$ cat src/include/osff_pkg.sv
// constants, field lengths and sequencer states for the optical sector format framer
// Notes on behaviour
// RULE1 - sector runs gap, address area, data area, optional post field, speed gap
// RULE2 - controller sizes the intersector gap from configuration minimum and recovery needs
// RULE3 - drive fixes every field length and reports it on a configuration request
// RULE4 - controller reads and verifies the address area before touching the data area
// RULE5 - controller writes zero bytes during both oscillator sync fields
// RULE6 - address sync pattern gives byte alignment; it should hold several set bits
// RULE7 - missed address sync is synthesized for that sector on the next revolution
// RULE8 - controller tolerates a missing sector pulse and waits for the synthesized sync
// RULE9 - optional 32-bit media identifier may lead every address
// RULE10 - flag status bit zero set means second cartridge surface
// RULE11 - address check bytes are withheld when drive guarantees integrity, else controller checks
// RULE12 - write status zero means certified sector; any set bit means defective
// RULE13 - controller may ignore write status, but drive may abort writes to defective sectors
// RULE14 - address pad bytes written by the controller are zeros
// RULE15 - write splice regions of data and post field areas carry zero bytes
// RULE16 - data area oscillator sync may have zero length, then no zeros are sent
// RULE17 - recording pattern marks data start; controller must detect it
// RULE18 - controller recognises the media maker's recording pattern too
// RULE19 - undetected recording pattern is replaced by a synthesized one from the drive
// RULE20 - data field is segments of 128-byte multiples plus 8-byte check multiples
// RULE21 - controller generates and verifies segment check codes
// RULE22 - data pad may be omitted; sent pad and final speed gap are zeros
// RULE23 - controller sequences fields with a byte counter loaded per field length
package osff_pkg;

    // ----------------------------------------------------------------
    // field lengths in bytes, fixed by the drive
    // ----------------------------------------------------------------
    localparam logic [15:0] ADDR_PLO_LEN = 16'h000C;
    localparam logic [15:0] ADDR_SYNC_WIN = 16'h0004;
    localparam logic [15:0] WWID_LEN = 16'h0004;
    localparam logic [15:0] TRACK_LEN = 16'h0002;
    localparam logic [15:0] SECTOR_LEN = 16'h0001;
    localparam logic [15:0] FLAG_LEN = 16'h0001;
    localparam logic [15:0] ADDR_CHK_LEN = 16'h0002;
    localparam logic [15:0] WSTAT_LEN = 16'h0001;
    localparam logic [15:0] ADDR_PAD_LEN = 16'h0002;
    localparam logic [15:0] SPLICE_LEN = 16'h0002;
    localparam logic [15:0] DATA_PLO_LEN = 16'h000C;
    localparam logic [15:0] DATA_PAT_WIN = 16'h0004;
    localparam logic [15:0] SEG_DATA_LEN = 16'h0200; // 4 x 128
    localparam logic [15:0] SEG_CHK_LEN = 16'h0010; // 2 x 8
    localparam logic [7:0] SEG_NUM = 8'h02;
    localparam logic [15:0] DATA_PAD_LEN = 16'h0002;
    localparam logic [15:0] ABODY_LEN_W = 16'h0008; // id + track + sector + flag
    localparam logic [15:0] ABODY_LEN_N = 16'h0004; // track + sector + flag

    // ----------------------------------------------------------------
    // pattern bytes
    // ----------------------------------------------------------------
    localparam logic [7:0] ADDR_SYNC_PAT = 8'hA1;
    localparam logic [7:0] DATA_PAT = 8'hF8;

    // ----------------------------------------------------------------
    // sequencer states, gray coded along the sector
    // ----------------------------------------------------------------
    typedef enum logic [3:0] {
        S_IDLE = 4'h0,
        S_APLO = 4'h1,
        S_ASYNC = 4'h3,
        S_ABODY = 4'h2,
        S_ACHK = 4'h6,
        S_AWST = 4'h7,
        S_APAD = 4'h5,
        S_DSPL = 4'h4,
        S_DPLO = 4'hC,
        S_DPAT = 4'hD,
        S_DDATA = 4'hF,
        S_DCHK = 4'hE,
        S_DPAD = 4'hA
    } osff_state_t;

endpackage : osff_pkg

$ cat src/core/osff_framer.sv
// drive-side sector framer: parses media bytes into the read link, gates write data
`timescale 1ns/1ps
module osff_framer (
    input wire logic clk, // system clock, 250 MHz
    input wire logic sys_rst, // synchronous reset
    input wire logic index_pin, // index pulse from spindle
    input wire logic sector_pin, // sector pulse from spindle
    input wire logic read_gate_pin, // read gate from controller
    input wire logic write_gate_pin, // write gate from controller
    input wire logic [7:0] media_byte, // decoded byte from media
    input wire logic media_valid, // one media byte this cycle
    input wire logic [7:0] wr_byte, // write data from controller
    input wire logic wwid_en, // media carries identifier field
    input wire logic addr_chk_hide, // drive guarantees address integrity
    input wire logic cfg_req, // configuration length request
    input wire osff_pkg::osff_state_t cfg_sel, // field being queried
    output logic [7:0] rd_byte, // read data to controller
    output logic rd_valid, // read byte strobe
    output logic addr_mark, // address sync presented
    output logic data_mark, // recording pattern presented
    output logic synth_used, // last mark was synthesized
    output logic defect_sector, // write status byte nonzero
    output logic write_abort, // write refused on defective sector
    output logic [7:0] media_wr_byte, // byte to recording channel
    output logic media_wr_en, // recording enable
    output logic [7:0] sector_num, // sector count since index
    output logic cfg_ack, // configuration answer strobe
    output logic [15:0] cfg_len // configured field length
);
    import osff_pkg::*;

    // ----------------------------------------------------------------
    // field length lookup
    // ----------------------------------------------------------------
    function automatic logic [15:0] fld_len(input osff_state_t s, input logic wid);
        logic [15:0] n;
        n = 16'h0001;
        case (s)
            S_APLO: n = ADDR_PLO_LEN;
            S_ASYNC: n = ADDR_SYNC_WIN;
            S_ABODY: n = wid ? ABODY_LEN_W : ABODY_LEN_N; // see RULE9
            S_ACHK: n = ADDR_CHK_LEN;
            S_AWST: n = WSTAT_LEN;
            S_APAD: n = ADDR_PAD_LEN;
            S_DSPL: n = SPLICE_LEN;
            S_DPLO: n = DATA_PLO_LEN;
            S_DPAT: n = DATA_PAT_WIN;
            S_DDATA: n = SEG_DATA_LEN; // see RULE20
            S_DCHK: n = SEG_CHK_LEN;
            S_DPAD: n = DATA_PAD_LEN;
            default: n = 16'h0001;
        endcase
        return n;
    endfunction : fld_len

    // ----------------------------------------------------------------
    // pin synchronisers
    // ----------------------------------------------------------------
    logic [3:0] pins_s;
    logic idx_s;
    logic sec_s;
    logic rg_s;
    logic wg_s;

    osff_pin_sync #(.W(4)) u_sync (
        .clk(clk),
        .sys_rst(sys_rst),
        .pin_in({write_gate_pin, read_gate_pin, sector_pin, index_pin}),
        .pin_out(pins_s)
    );

    assign idx_s = pins_s[0];
    assign sec_s = pins_s[1];
    assign rg_s = pins_s[2];
    assign wg_s = pins_s[3];

    // ----------------------------------------------------------------
    // state and counters
    // ----------------------------------------------------------------
    osff_state_t state_r;
    osff_state_t state_nxt;
    logic [15:0] cnt_r;
    logic [15:0] cnt_nxt;
    logic [7:0] seg_r;
    logic [7:0] seg_nxt;
    logic idx_q_r;
    logic sec_q_r;
    logic [7:0] sec_cnt_r;
    logic [7:0] sec_cnt_nxt;
    logic miss_vld_r;
    logic miss_vld_nxt;
    logic [7:0] miss_sec_r;
    logic [7:0] wstat_r;
    logic [7:0] wstat_nxt;

    // pulse and decode wires
    logic idx_rise;
    logic sec_rise;
    logic last_byte;
    logic addr_hit;
    logic addr_synth;
    logic pat_hit;
    logic pass_state;
    logic chk_hidden;
    logic defect;
    logic in_data_area;
    logic abort_nxt;
    logic [7:0] rd_byte_nxt;
    logic rd_valid_nxt;
    logic addr_mark_nxt;
    logic data_mark_nxt;
    logic synth_nxt;
    logic miss_now;

    // edge detection on filtered pins
    assign idx_rise = idx_s & ~idx_q_r;
    assign sec_rise = sec_s & ~sec_q_r;
    assign last_byte = media_valid & (cnt_r == 16'h0001);

    // address sync: real match, or synthesized for a previously missed sector
    assign addr_hit = (state_r == S_ASYNC) & media_valid & (media_byte == ADDR_SYNC_PAT); // see RULE6
    assign addr_synth = (state_r == S_ASYNC) & media_valid & miss_vld_r
        & (miss_sec_r == sec_cnt_r); // see RULE7
    assign miss_now = (state_r == S_ASYNC) & last_byte & ~addr_hit & ~addr_synth;

    // recording pattern match
    assign pat_hit = (state_r == S_DPAT) & media_valid & (media_byte == DATA_PAT);

    // states whose bytes pass to the read link
    assign pass_state = (state_r == S_ABODY) | (state_r == S_ACHK) | (state_r == S_AWST)
        | (state_r == S_DDATA) | (state_r == S_DCHK);
    assign chk_hidden = (state_r == S_ACHK) & addr_chk_hide; // see RULE11

    // defective sector and data area window for write refusal
    assign defect = (wstat_r != 8'h00); // see RULE12
    assign in_data_area = (state_r == S_DSPL) | (state_r == S_DPLO) | (state_r == S_DPAT)
        | (state_r == S_DDATA) | (state_r == S_DCHK) | (state_r == S_DPAD);
    assign abort_nxt = wg_s & defect & (in_data_area | write_abort); // see RULE13

    // ----------------------------------------------------------------
    // sequencer next state
    // ----------------------------------------------------------------
    always_comb begin
        state_nxt = state_r;
        cnt_nxt = cnt_r;
        seg_nxt = seg_r;
        if (state_r == S_IDLE) begin
            if (sec_rise & rg_s) begin // see RULE1
                state_nxt = S_APLO;
                cnt_nxt = fld_len(S_APLO, wwid_en);
            end
        end else if (~rg_s & ~wg_s) begin
            state_nxt = S_IDLE;
        end else if (state_r == S_ASYNC) begin
            if (addr_hit | addr_synth) begin
                state_nxt = S_ABODY;
                cnt_nxt = fld_len(S_ABODY, wwid_en);
            end else if (last_byte) begin
                state_nxt = S_IDLE; // sector lost this revolution
            end else if (media_valid) begin
                cnt_nxt = cnt_r - 16'h0001;
            end
        end else if (state_r == S_DPAT) begin
            if (pat_hit | last_byte) begin // see RULE19
                state_nxt = S_DDATA;
                cnt_nxt = fld_len(S_DDATA, wwid_en);
                seg_nxt = 8'h00;
            end else if (media_valid) begin
                cnt_nxt = cnt_r - 16'h0001;
            end
        end else if (last_byte) begin
            case (state_r)
                S_APLO: state_nxt = S_ASYNC;
                S_ABODY: state_nxt = S_ACHK;
                S_ACHK: state_nxt = S_AWST;
                S_AWST: state_nxt = S_APAD;
                S_APAD: state_nxt = S_DSPL;
                S_DSPL: state_nxt = (DATA_PLO_LEN == 16'h0000) ? S_DPAT : S_DPLO; // see RULE16
                S_DPLO: state_nxt = S_DPAT;
                S_DDATA: state_nxt = S_DCHK;
                S_DCHK: state_nxt = (seg_r == SEG_NUM - 8'h01) ? S_DPAD : S_DDATA; // see RULE20
                S_DPAD: state_nxt = S_IDLE;
                default: state_nxt = S_IDLE;
            endcase
            cnt_nxt = fld_len(state_nxt, wwid_en); // see RULE3
            if (state_r == S_DCHK) begin
                seg_nxt = seg_r + 8'h01;
            end
        end else if (media_valid) begin
            cnt_nxt = cnt_r - 16'h0001;
        end
    end

    // ----------------------------------------------------------------
    // sector count and missed sync memory
    // ----------------------------------------------------------------
    assign sec_cnt_nxt = idx_rise ? 8'h00 : (sec_rise ? sec_cnt_r + 8'h01 : sec_cnt_r);
    assign miss_vld_nxt = miss_now | (miss_vld_r & ~addr_synth); // see RULE7

    // write status byte captured as it passes
    assign wstat_nxt = (state_r == S_APLO) ? 8'h00
        : ((state_r == S_AWST) & media_valid) ? media_byte : wstat_r;

    // ----------------------------------------------------------------
    // read link byte selection
    // ----------------------------------------------------------------
    assign rd_byte_nxt = (addr_hit | addr_synth) ? ADDR_SYNC_PAT
        : (state_r == S_DPAT) ? DATA_PAT : media_byte;
    assign rd_valid_nxt = (pass_state & media_valid & ~chk_hidden)
        | addr_hit | addr_synth | pat_hit | ((state_r == S_DPAT) & last_byte);
    assign addr_mark_nxt = addr_hit | addr_synth;
    assign data_mark_nxt = pat_hit | ((state_r == S_DPAT) & last_byte);
    assign synth_nxt = (addr_synth & ~addr_hit) | ((state_r == S_DPAT) & last_byte & ~pat_hit);

    // ----------------------------------------------------------------
    // registers
    // ----------------------------------------------------------------
    // sequencer
    always_ff @(posedge clk) begin
        if (sys_rst) begin
            state_r <= S_IDLE;
            cnt_r <= 16'h0000;
            seg_r <= 8'h00;
        end else begin
            state_r <= state_nxt;
            cnt_r <= cnt_nxt;
            seg_r <= seg_nxt;
        end
    end

    // pin edges and sector position
    always_ff @(posedge clk) begin
        if (sys_rst) begin
            idx_q_r <= 1'b0;
            sec_q_r <= 1'b0;
            sec_cnt_r <= 8'h00;
        end else begin
            idx_q_r <= idx_s;
            sec_q_r <= sec_s;
            sec_cnt_r <= sec_cnt_nxt;
        end
    end

    // missed sync and write status memory
    always_ff @(posedge clk) begin
        if (sys_rst) begin
            miss_vld_r <= 1'b0;
            miss_sec_r <= 8'h00;
            wstat_r <= 8'h00;
        end else begin
            miss_vld_r <= miss_vld_nxt;
            miss_sec_r <= miss_now ? sec_cnt_r : miss_sec_r;
            wstat_r <= wstat_nxt;
        end
    end

    // read link outputs
    always_ff @(posedge clk) begin
        if (sys_rst) begin
            rd_byte <= 8'h00;
            rd_valid <= 1'b0;
            addr_mark <= 1'b0;
            data_mark <= 1'b0;
        end else begin
            rd_byte <= rd_byte_nxt;
            rd_valid <= rd_valid_nxt;
            addr_mark <= addr_mark_nxt;
            data_mark <= data_mark_nxt;
        end
    end

    // status outputs
    always_ff @(posedge clk) begin
        if (sys_rst) begin
            synth_used <= 1'b0;
            defect_sector <= 1'b0;
            write_abort <= 1'b0;
            sector_num <= 8'h00;
        end else begin
            synth_used <= (addr_mark_nxt | data_mark_nxt) ? synth_nxt : synth_used;
            defect_sector <= defect;
            write_abort <= abort_nxt;
            sector_num <= sec_cnt_r;
        end
    end

    // recording channel: controller bytes pass unless the write is refused
    always_ff @(posedge clk) begin
        if (sys_rst) begin
            media_wr_byte <= 8'h00;
            media_wr_en <= 1'b0;
        end else begin
            media_wr_byte <= (wg_s & ~abort_nxt) ? wr_byte : 8'h00; // see RULE13
            media_wr_en <= wg_s & ~abort_nxt;
        end
    end

    // configuration reply with drive field lengths
    always_ff @(posedge clk) begin
        if (sys_rst) begin
            cfg_ack <= 1'b0;
            cfg_len <= 16'h0000;
        end else begin
            cfg_ack <= cfg_req;
            cfg_len <= cfg_req ? fld_len(cfg_sel, wwid_en) : cfg_len; // see RULE3
        end
    end

endmodule : osff_framer

$ cat src/core/osff_pin_sync.sv
// three-stage synchroniser with agreement filter for pin inputs
`timescale 1ns/1ps
module osff_pin_sync #(
    parameter int W = 4
) (
    input wire logic clk, // system clock
    input wire logic sys_rst, // synchronous reset
    input wire logic [W-1:0] pin_in, // raw pin levels
    output logic [W-1:0] pin_out // filtered levels
);

    logic [W-1:0] s1_r;
    logic [W-1:0] s2_r;
    logic [W-1:0] s3_r;
    logic [W-1:0] out_nxt;

    // output follows only when stages two and three agree
    assign out_nxt = (s2_r & s3_r) | (pin_out & (s2_r | s3_r));

    // shift chain; first stage feeds only the second
    always_ff @(posedge clk) begin
        if (sys_rst) begin
            s1_r <= '0;
            s2_r <= '0;
            s3_r <= '0;
            pin_out <= '0;
        end else begin
            s1_r <= pin_in;
            s2_r <= s1_r;
            s3_r <= s2_r;
            pin_out <= out_nxt;
        end
    end

endmodule : osff_pin_sync

$ cat config.mk
export PLATFORM = sky130hd
export DESIGN_NAME = osff_framer
export DESIGN_NICKNAME = d
export VERILOG_FILES = /design/src/include/osff_pkg.sv /design/src/core/osff_framer.sv /design/src/core/osff_pin_sync.sv
export SDC_FILE = /design/constraint.sdc
export NUM_CORES = 1
export LEC_CHECK = 0
export BUFFER_PORTS_ARGS = -buffer_cell sky130_fd_sc_hd__buf_4
export CAP_MARGIN = 10
export CORE_UTILIZATION = 53
export CTS_BUF_LIST = sky130_fd_sc_hd__clkbuf_8
export DETAILED_ROUTE_END_ITERATION = 10
export PLACE_DENSITY = 0.89
export SLEW_MARGIN = 20
export SYNTH_ARGS = -nofsm -noshare
export SYNTH_HDL_FRONTEND = slang
export SYNTH_SLANG_ARGS = --single-unit
$ cat constraint.sdc
create_clock -name clk -period 2.9 [get_ports clk]
set_input_delay 0.87 -clock clk [delete_from_list [all_inputs] [get_ports clk]]
set_output_delay 0.87 -clock clk [all_outputs]
set_load 0.01 [all_outputs]
==> flow_summary.json <==
{
  "fin_nets": 700,
  "status": "finished clean",
  "cp.required_ns": 3.17,
  "path_class": "input pin to register",
  "avgSynthCellArea_um2": 8.785,
  "antenna_cells": 0,
  "synthArstFlopShare": 0,
  "die-area_um2": 9891,
  "relSlewSlack": 0.4302,
  "setup_viol": 0,
  "routed.top_layer": "met4",
  "initial_core_util": 0.5448,
  "cts_sinks": 109,
  "cp-start-kind": "input pin",
  "final_common_cell": "dfxtp_1",
  "finalMaxSlewViolations": 0,
  "die_w_um": 99.46,
  "syn_area_um2": 5034,
  "rows": 35,
  "yosys.cell_types.count": 71,
  "postCtsResizedCells": 0,
  "synth_edf_count": 0,
  "cts_buffer_depth": 2,
  "track_usage": 0.2633,
  "multi_input_area_um2": 2625,
  "utilization": 0.6563,
  "clk_latency_ns": 0.39,
  "tightest_slew_ns": 0.8529,
  "seq_area_um2": 2182,
  "postCtsSetupRepairBufs": 0,
  "fin_area_um2": 6065,
  "ys_ff_latch": 109,
  "clkTransAtPathRegs_ns": 0.10,
  "io_pins": 78,
  "skew_ns": 0.01183,
  "route.met3.wl_um": 805,
  "pwr_density_cell_nw_per_um2": 509.7,
  "holdWs_ns": 0.4473,
  "rsz0062_at_grt": "false",
  "fillCellCount": 762,
  "drc": 0,
  "critPathCaptureType": "register",
  "leakagePower_nw": 2.638,
  "htree_levels": 3,
  "firstDrtPassIters": 5,
  "wl_met2_um": 6173,
  "via_per_inst": 5.760,
  "synthFlopType": "dfxtp_1",
  "syn_inst": 573,
  "root_buffer": "clkbuf_8",
  "hp-class": "register to register",
  "finalHoldViolations": 0,
  "drtIter0Drc": 356,
  "max-cap-violations": 0,
  "numCtsBuffers": 9,
  "wl_per_cell_um": 16.02,
  "worstPathArrival_ns": 2.86,
  "ir_drop_mv": 0.5824,
  "drive_gt1_frac": 0.2134,
  "finalCritPeriodShare": 0.8914,
  "coreArea_um2": 9240,
  "drt-total-wl_um": 12800,
  "critPathMaxFanout": 9,
  "fmax_mhz": 386.8,
  "antenna_left": 0,
  "grt_overflow": 0,
  "dpl_cell_area_um2": 5863,
  "wl_met1_um": 5590,
  "tns_ns": 0,
  "grt_max_degree": 66,
  "gp_congestion": 0.9380,
  "dr_total_vias": 4602,
  "die_y_um": 99.46,
  "final.min_clock_period_ns": 2.585,
  "grt_pass1_vias": 4325,
  "hpwl_um": 9367,
  "ys_warn_count": 0,
  "antenna_found_initial": 0,
  "postCtsHoldBufs": 0,
  "ys_seq_area_frac": 0.4335,
  "grt_pass1_wl_um": 20610,
  "cts_tree": "built",
  "portBuffers": 67,
  "area_growth_pct": 20.48,
  "final_cell_mix": "dfxtp_1, buf_4, nor2_1"
}
## cells by family after synthesis
kind of cell | after synthesis | synth area share
AO/OA/AOI/OAI | 126 | 0.1710
XOR/XNOR | 22 | 0.03828
adder cells (fa/ha/maj) | 5 | 0.01243
buffers and inverters | 56 | 0.05170
flip-flops | 109 | 0.4335
multiplexers | 19 | 0.03828
other | 1 | 0.0007450
AND/OR/NAND/NOR | 235 | 0.2540
## final cells by class
type | instances | share of cell area
clock buffers | 9 | 0.02043
clock inverters | 7 | 0.01279
multi-input cells | 417 | 0.4328
inverters | 21 | 0.01300
repair buffers | 107 | 0.1345
well taps | 129 | 0.02661
flip-flops and latches | 109 | 0.3598
## worst paths after layout
check	from	endpoint	slack (ns)	cells past startpoint
setup / recovery	media_byte[3]	cnt_r[13]$_SDFFE_PP0P_	0.31	9
setup reg to reg	state_r[1]$_SDFFE_PP0P_	cnt_r[8]$_SDFFE_PP0P_	0.33	7
hold reg to reg	u_sync.s1_r[2]$_SDFF_PP0_	u_sync.s2_r[2]$_SDFF_PP0_	0.45	1
hold / removal	u_sync.s1_r[2]$_SDFF_PP0_	u_sync.s2_r[2]$_SDFF_PP0_	0.45	1
## critical path, cell delays in order
cell and delay [ns]:
buf_4 0.11, or4b_4 0.56, o311ai_0 0.31, buf_4 0.18, a31o_2 0.10, a21oi_1 0.22
buf_4 0.23, a22oi_1 0.18, o31ai_1 0.10
## registers in the layout, indices dropped and copies added, names as in the netlist, 4 cells and up
name	cells
cfg_len	6
cnt_r	16
media_wr_byte	8
miss_sec_r	8
rd_byte	8
sec_cnt_r	8
sector_num	8
seg_r	8
state_r	4
u_sync.pin_out	4
u_sync.s1_r	4
u_sync.s2_r	4
u_sync.s3_r	4
wstat_r	8
## where the power goes
part           switching, mW  total [mW]  internal, mW
Sequential            0.0411        1.57          1.53
Combinational          0.314       0.553         0.239
Clock                  0.555       0.967         0.412
## cells in the mapped netlist (all sizes together) (4+ instances only)
cell type	n	area, um2
o22ai	4	25.02
nor3	8	40.04
nor2b	27	168.9
ha	5	62.56
o21a	6	45.04
o211ai	6	45.04
a21oi	36	180.2
nand2b	4	25.02
clkbuf	17	63.81
nor2	74	277.8
nand4	9	56.30
o21ai	22	110.1
a22oi	5	37.54
nand3	9	45.04
and3	13	81.33
mux2i	17	170.2
or3	7	46.29
and2	15	96.34
dfxtp	109	2182
xor2	15	131.4
or4	9	68.82
inv	21	78.82
o2111ai	4	35.03
nand4b	6	52.55
nand2	33	123.9
a31oi	8	50.05
xnor2	7	61.31
nor4	9	86.33
buf	18	117.6
## through the flow
stage	worst slack [ns]	total power, mW	instances
finish	0.3148	3.091	799
global route	0.2003	3.218	799
CTS	0.3229	3.096	799
detailed placement	-0.07028	2.139	783
global placement	-0.001449	2.117	783
floorplan	0.1089	1.925	582
## routing by layer
layer | GRT usage | vias up
met1 | 0.3345 | 2175
met4 | 0.09615 | 0
li1 | - | 2209
met2 | 0.4471 | 195
met5 | 0 | -
met3 | 0.04779 | 23
Note: power is estimated with default switching activity, not from simulation.
